$ cat config.mk
export PLATFORM = sky130hd
export DESIGN_NAME = usart_host_bus_interface
export DESIGN_NICKNAME = d
export VERILOG_FILES = /design/src/host_port_pkg.sv /design/src/usart_host_bus_interface.sv
export VERILOG_INCLUDE_DIRS = /design/src
export SDC_FILE = /design/constraint.sdc
export NUM_CORES = 1
export LEC_CHECK = 0
export BUFFER_PORTS_ARGS = -buffer_cell sky130_fd_sc_hd__buf_2
export CAP_MARGIN = 20
export CORE_MARGIN = 5
export CORE_UTILIZATION = 40
export CTS_CLUSTER_SIZE = 25
export DETAILED_ROUTE_END_ITERATION = 10
export PLACE_DENSITY_LB_ADDON = 0.15
export SYNTH_ARGS = -nofsm -noshare
export SYNTH_HDL_FRONTEND = slang
export SYNTH_SLANG_ARGS = --single-unit
$ cat constraint.sdc
create_clock -name i_clk -period 1.71 [get_ports i_clk]
set_clock_uncertainty 0.2 [all_clocks]
set_input_delay 0.0855 -clock i_clk [delete_from_list [all_inputs] [get_ports i_clk]]
set_output_delay 0.0855 -clock i_clk [all_outputs]
set_load 0.02 [all_outputs]
$ cat src/host_port_params.svh
// Constants for the processor-side bus port of the serial interface
`ifndef HOST_PORT_PARAMS_SVH
`define HOST_PORT_PARAMS_SVH

// Status byte bit positions
`define ST_TX_REQ_BIT      3'd0
`define ST_RX_AVAIL_BIT    3'd1
`define ST_TX_DRAINED_BIT  3'd2
`define ST_PARITY_BIT      3'd3
`define ST_OVERRUN_BIT     3'd4
`define ST_FRAMING_BIT     3'd5
`define ST_SYNC_BIT        3'd6
`define ST_MODEM_READY_BIT 3'd7

// Mode word fields
`define MODE_CLOCK_LSB     3'd0
`define MODE_SYNC_CODE     2'h0
`define MODE_EXT_SYNC_BIT  3'd6

// Command word fields
`define CMD_TX_ENABLE_BIT  3'd0
`define CMD_ERR_RESET_BIT  3'd4
`define CMD_SOFT_RESET_BIT 3'd6

// Reset values
`define MODE_RESET         8'h00
`define CMD_RESET          8'h00
`define DATA_RESET         8'h00

// Timing, system_clock_period in ns
`define SYSTEM_CLOCK_PERIOD_NS 5
`define RESET_MIN_PERIODS      6

`endif

$ cat src/host_port_pkg.sv
// Types for the processor-side bus port of the serial interface
package host_port_pkg;

  typedef struct packed {
    logic       cs_n;
    logic       rd_n;
    logic       wr_n;
    logic       cd;
    logic [7:0] data;
    logic       modem_ready_n;
    logic       sync_pin;
  } host_pins_t;

  typedef enum logic [1:0] {
    ACC_IDLE,
    ACC_WRITE,
    ACC_READ,
    ACC_INVALID
  } access_state_t;

  typedef struct packed {
    host_pins_t    pin1;
    host_pins_t    pin2;
    access_state_t st;
    logic          cd;
    logic [7:0]    wdata;
    logic [7:0]    rdata;
    logic          oe_n;
    logic [7:0]    mode;
    logic [7:0]    cmd;
    logic          configured;
    logic          expect_mode;
    logic [7:0]    tx_hold;
    logic          tx_full;
    logic [7:0]    rx_buf;
    logic          rx_full;
    logic          parity_err;
    logic          overrun_err;
    logic          framing_err;
    logic          sync_hit;
  } port_state_t;

  localparam host_pins_t PINS_IDLE = '{cs_n: 1'b1, rd_n: 1'b1, wr_n: 1'b1, cd: 1'b0,
                                       data: 8'h00, modem_ready_n: 1'b1, sync_pin: 1'b0};

endpackage

$ cat src/usart_host_bus_interface.sv
// Processor-side bus port and read/write control of the serial interface
//
// Summary of operation
// - Reset forces idle until mode word rewritten
// - Clock times internal logic; pins are synchronised
// - Write strobe low loads bus contents
// - Read strobe low drives requested byte
// - Control/data line selects control or data
// - Strobes ignored unless chip select low
// - Data bus driven only during selected read
// - Control, command, status share the data bus
// - Mode and command words stored until rewritten
// - Flags for transmit space and received char
// - Full status byte readable at any time
// - Data write clears transmit request
// - Data read clears receive available
// - Status read clears internal sync flag
// - Modem-ready input visible in status
`timescale 1ns/100ps
`include "host_port_params.svh"

module usart_host_bus_interface (
  input  wire logic       i_clk,
  input  wire logic       i_rst_n,
  // Processor bus pins
  input  wire logic       i_cs_n,
  input  wire logic       i_rd_n,
  input  wire logic       i_wr_n,
  input  wire logic       i_cd,
  input  wire logic [7:0] i_host_data_bus,
  output logic      [7:0] o_host_data_bus,
  output logic            o_host_data_bus_oe_n,
  // Device pins
  input  wire logic       i_modem_ready_n,
  input  wire logic       i_sync_found_pin,
  output logic            o_sync_found_flag,
  output logic            o_sync_found_oe_n,
  output logic            o_tx_char_request,
  output logic            o_rx_char_available,
  output logic            o_tx_drained_flag,
  // Serial engine side, same clock
  output logic      [7:0] o_mode_word,
  output logic      [7:0] o_command_word,
  output logic            o_configured,
  output logic      [7:0] o_tx_char,
  output logic            o_tx_hold_full,
  input  wire logic       i_tx_take,
  input  wire logic       i_tx_idle,
  input  wire logic [7:0] i_rx_char,
  input  wire logic       i_rx_char_valid,
  input  wire logic       i_parity_error,
  input  wire logic       i_framing_error,
  input  wire logic       i_sync_hit
);

  host_port_pkg::port_state_t q;
  host_port_pkg::port_state_t d;
  host_port_pkg::host_pins_t  pins_in;
  host_port_pkg::host_pins_t  p;

  logic sel;
  logic wr_commit;
  logic rd_done;
  logic sync_mode;
  logic ext_sync;
  logic tx_req;
  logic drained;
  logic sync_val;

  function automatic logic [7:0] status_byte(
    input host_port_pkg::port_state_t s,
    input logic                       req,
    input logic                       drn,
    input logic                       syn
  );
    logic [7:0] b;
    b = 8'h00;
    b[`ST_TX_REQ_BIT]      = req;
    b[`ST_RX_AVAIL_BIT]    = s.rx_full;
    b[`ST_TX_DRAINED_BIT]  = drn;
    b[`ST_PARITY_BIT]      = s.parity_err;
    b[`ST_OVERRUN_BIT]     = s.overrun_err;
    b[`ST_FRAMING_BIT]     = s.framing_err;
    b[`ST_SYNC_BIT]        = syn;
    b[`ST_MODEM_READY_BIT] = ~s.pin2.modem_ready_n;
    return b;
  endfunction

  // Every pin is re-timed by two flops, so nothing outside is referenced to i_clk
  assign pins_in = '{cs_n: i_cs_n, rd_n: i_rd_n, wr_n: i_wr_n, cd: i_cd,
                     data: i_host_data_bus, modem_ready_n: i_modem_ready_n,
                     sync_pin: i_sync_found_pin};
  assign p       = q.pin2;
  assign sel     = ~p.cs_n;

  assign sync_mode = (q.mode[`MODE_CLOCK_LSB +: 2] == `MODE_SYNC_CODE) && q.configured;
  assign ext_sync  = sync_mode && q.mode[`MODE_EXT_SYNC_BIT];
  assign sync_val  = ext_sync ? p.sync_pin : q.sync_hit;
  assign tx_req    = q.configured && !q.tx_full && q.cmd[`CMD_TX_ENABLE_BIT];
  assign drained   = q.configured && !q.tx_full && i_tx_idle;

  always_comb begin
    d         = q;
    wr_commit = 1'b0;
    rd_done   = 1'b0;
    d.pin1    = pins_in;
    d.pin2    = q.pin1;

    unique case (q.st)
      host_port_pkg::ACC_IDLE: begin
        if (sel && !p.rd_n && !p.wr_n) begin
          d.st = host_port_pkg::ACC_INVALID;
        end else if (sel && !p.wr_n) begin
          d.st    = host_port_pkg::ACC_WRITE;
          d.cd    = p.cd;
          d.wdata = p.data;
        end else if (sel && !p.rd_n) begin
          d.st    = host_port_pkg::ACC_READ;
          d.cd    = p.cd;
          // Status and received data share one bus
          d.rdata = p.cd ? status_byte(q, tx_req, drained, sync_val) : q.rx_buf;
          d.oe_n  = 1'b0;
        end
      end
      host_port_pkg::ACC_WRITE: begin
        if (!sel) begin
          // Deselect before the strobe ends aborts the write
          d.st = host_port_pkg::ACC_IDLE;
        end else if (!p.rd_n) begin
          d.st = host_port_pkg::ACC_INVALID;
        end else if (!p.wr_n) begin
          d.wdata = p.data;
        end else begin
          // Data is taken at the trailing edge, where the bus is surely settled
          wr_commit = 1'b1;
          d.st      = host_port_pkg::ACC_IDLE;
        end
      end
      host_port_pkg::ACC_READ: begin
        if (!p.wr_n) begin
          d.st   = host_port_pkg::ACC_INVALID;
          d.oe_n = 1'b1;
        end else if (!sel) begin
          d.st   = host_port_pkg::ACC_IDLE;
          d.oe_n = 1'b1;
        end else if (p.rd_n) begin
          rd_done = 1'b1;
          d.st    = host_port_pkg::ACC_IDLE;
          d.oe_n  = 1'b1;
        end
      end
      host_port_pkg::ACC_INVALID: begin
        d.oe_n = 1'b1;
        if (!sel || (p.rd_n && p.wr_n)) begin
          d.st = host_port_pkg::ACC_IDLE;
        end
      end
    endcase

    // Clears come first so set events in the same cycle win
    if (i_tx_take) begin
      d.tx_full = 1'b0;
    end
    if (rd_done && !q.cd) begin
      d.rx_full = 1'b0;
    end
    if (rd_done && q.cd) begin
      d.sync_hit = 1'b0;
    end

    if (wr_commit && !q.cd) begin
      d.tx_hold = q.wdata;
      d.tx_full = 1'b1;
    end
    if (wr_commit && q.cd) begin
      if (q.expect_mode) begin
        d.mode        = q.wdata;
        d.expect_mode = 1'b0;
        d.configured  = 1'b1;
      end else if (q.wdata[`CMD_SOFT_RESET_BIT]) begin
        // Soft reset leaves the port waiting for a fresh mode word
        d.cmd         = `CMD_RESET;
        d.expect_mode = 1'b1;
        d.configured  = 1'b0;
        d.tx_full     = 1'b0;
        d.rx_full     = 1'b0;
      end else begin
        d.cmd = q.wdata;
        if (q.wdata[`CMD_ERR_RESET_BIT]) begin
          d.parity_err  = 1'b0;
          d.overrun_err = 1'b0;
          d.framing_err = 1'b0;
        end
      end
    end

    if (i_rx_char_valid) begin
      if (q.rx_full && !(rd_done && !q.cd)) begin
        d.overrun_err = 1'b1;
      end
      d.rx_buf  = i_rx_char;
      d.rx_full = 1'b1;
    end
    if (i_parity_error) begin
      d.parity_err = 1'b1;
    end
    if (i_framing_error) begin
      d.framing_err = 1'b1;
    end
    if (i_sync_hit && sync_mode && !ext_sync) begin
      d.sync_hit = 1'b1;
    end
  end

  always_ff @(posedge i_clk) begin
    if (!i_rst_n) begin
      q             <= '0;
      q.pin1        <= host_port_pkg::PINS_IDLE;
      q.pin2        <= host_port_pkg::PINS_IDLE;
      q.oe_n        <= 1'b1;
      q.expect_mode <= 1'b1;
      q.mode        <= `MODE_RESET;
      q.cmd         <= `CMD_RESET;
      q.rdata       <= `DATA_RESET;
    end else begin
      q <= d;
    end
  end

  assign o_host_data_bus      = q.rdata;
  assign o_host_data_bus_oe_n = q.oe_n;
  assign o_sync_found_flag    = q.sync_hit;
  assign o_sync_found_oe_n    = !(sync_mode && !ext_sync);
  assign o_tx_char_request    = tx_req;
  assign o_rx_char_available  = q.rx_full;
  assign o_tx_drained_flag    = drained;
  assign o_mode_word          = q.mode;
  assign o_command_word       = q.cmd;
  assign o_configured         = q.configured;
  assign o_tx_char            = q.tx_hold;
  assign o_tx_hold_full       = q.tx_full;
endmodule

==> reports/metrics.cfg <==
[die]
initial_core_util = 0.408
ioPinCount = 70
row_count = 34
dieWidth_um = 104
dieArea_um2 = 10800
die_h_um = 104
coreArea_um2 = 8680

[yosys]
synth_edf_count = 0
synthArstFlopShare = 0
yosys_warnings = 0
synth_largest_area_cell = dfxtp_1
yosys_register_bits = 87
syn_nets = 399
synth_cell_types = 46
synth_top_area_frac = 0.492
synth_flop_cell = dfxtp_1
synth_area_um2 = 3540
yosysSeqAreaShare = 0.492
synth_area_per_cell_um2 = 9.60
netlist_instances = 369
netlist_top_cells_area = dfxtp_1 49%, buf_4 7.6%, mux2i_1 5.9%

[placement]
dpl.hpwl_um = 5190
place_congestion = 0.776
io_buffers = 68

[route]
wl_met3_um = 436
post-route-drc-count = 0
wl_met2_um = 3370
viasPerCell = 4.74
routedWlPerCell_um = 13.1
drtIter0Drc = 97
routed_wl_um = 7430
highest_layer = met4
detail-route-antenna-nets = 0
vias = 2680
drt_pre_antenna_iters = 4
wl_met1_um = 3470

[sta]
hold_slack_ns = 0.215
min_period_ns = 1.65
drv_slew = 0
rsz0062_at_grt = false
period_share = 0.967
setup_viol = 0
worst_pin_slew_ns = 0.513
setup_tns_ns = 0
max_freq_mhz = 605
relSlewSlack = 0.658
hold_viol = 0

[final_layout]
fin_util = 0.510
final_cell_mix = 82 x dfxtp_1, 66 x buf_2, 43 x nand2_1
final_common_cell = dfxtp_1
area_growth_pct = 24.9
diodes = 0
drive_gt1_frac = 0.267
final_nets = 482

[clocking]
cts_root_buffer = clkbuf_8
cts_buffer_depth = 2
htree_levels = 3
clk_pin_slew_ns = 0.09
clkLatencyLatePin_ns = 0.35
cts.sinks = 87
cts_setup_buffers = 0
cts_tree = done
cts_buffers = 9

[worst_setup_path]
max_stage_delay_ns = 0.54
cp.required_ns = 1.42
cp_max_fo = 4
cp_slowest_cell = or4b_4
startpoint_type = flip-flop
cp-end-kind = primary output
worstReg2RegStart = q[59]
crit_chain = or4b_4 -> buf_6
cp-startpoint = o_mode_word[6]
crit_arrival_ns = 1.37
critical_path_class = flip-flop to primary output

[job]
max_cap_viol_count = 0

[global_route]
grt_max_degree = 27
grt_util_all_layers = 0.143
grt_pass1_vias = 2705
gr-total-overflow = 0
grt_first_pass_wirelength_um = 12800
antenna_found_initial = 0

[pwr]
leakagePower_nw = 1.78
p_per_area_nw_per_um2 = 863
peakVddDrop_mv = 0.340

[status]
status = finished, final reports clean

[min_path]
hold_class = flip-flop to flip-flop
hp-start = d[61]

## through the flow
stage / instance area (um2) / total power, mW / std cells / worst slack [ns]
2_1_floorplan: 3540 / 2.27 / 369 / 0.0419
3_3_place_gp: 3810 / 2.33 / 510 / 0.0659
3_5_place_dp: 3810 / 2.33 / 510 / 0.0313
4_1_cts: 4410 / 3.87 / 565 / 0.0175
5_1_grt: 4420 / 4.01 / 565 / 0.00746
6_report: 4420 / 3.82 / 565 / 0.0559
## state kept, by name, summed over array words and instances, names as in the netlist
| register | flops |
|---|---|
| o_tx_char | 8 |
| q | 23 |
| d | 14 |
| o_command_word | 7 |
| o_sync_found_flag | 1 |
| o_host_data_bus | 8 |
| o_host_data_bus_oe_n | 1 |
| o_tx_hold_full | 1 |
| p | 14 |
| o_rx_char_available | 1 |
| o_configured | 1 |
| o_mode_word | 8 |
## cells in the mapped netlist, drive strengths merged, types with 5 or more instances
cell type  count
dfxtp         87
buf           43
nand2         43
a21oi         35
mux2i         21
and2          20
o21ai         19
nand3         17
clkbuf        13
nand2b        13
nor2          11
a211oi         5
## cell families after synthesis
kind of cell | synth area share
AO/OA/AOI/OAI | 0.119
AND/OR/NAND/NOR | 0.215
other | 0.00106
XOR/XNOR | 0.00247
flip-flops | 0.492
buffers and inverters | 0.111
multiplexers | 0.0594
## worst paths after layout
| path | slack (ns) | cells past startpoint | to |
|---|---|---|---|
| worst min-delay path | 0.22 | 1 | p[1] |
| worst max-delay path | 0.06 | 2 | o_sync_found_oe_n |
| worst min register to register | 0.22 | 1 | p[1] |
| worst max register to register | 0.08 | 3 | q[3] |
## cell type report
class | count | area (um2)
Timing Repair Buffer | 128 | 910
Inverter | 4 | 15.0
Multi-Input combinational cell | 222 | 1410
Tap cell | 108 | 135
Clock buffer | 10 | 138
Sequential cell | 87 | 1750
Fill cell | 835 | 4260
Clock inverter | 6 | 67.6
## critical path: cells and delay by family, from the launching register on
family                 cells  cell delay, ns
buffers and inverters      1            0.15
flip-flops                 1            0.34
AND/OR/NAND/NOR            1            0.54
## repair_timing
item,CTS,global route
endpoints found under the hold margin,31,0
gates resized for setup,1,8
pin swaps,0,1
setup endpoints to repair,1,17
hold buffers,39,0
gates cloned,0,0
## report_power, final
group | switching, mW | internal [mW]
combinational | 0.103 | 0.152
clock | 0.734 | 0.723
sequential | 0.0289 | 2.08
total | 0.866 | 2.95
## per-layer routing
metal | track usage | vias up
met5 | 0 | -
met4 | 0.0583 | 0
met3 | 0.0379 | 12
met2 | 0.221 | 68
met1 | 0.188 | 1216
li1 | - | 1384
Note: power is estimated with default switching activity, not from simulation.
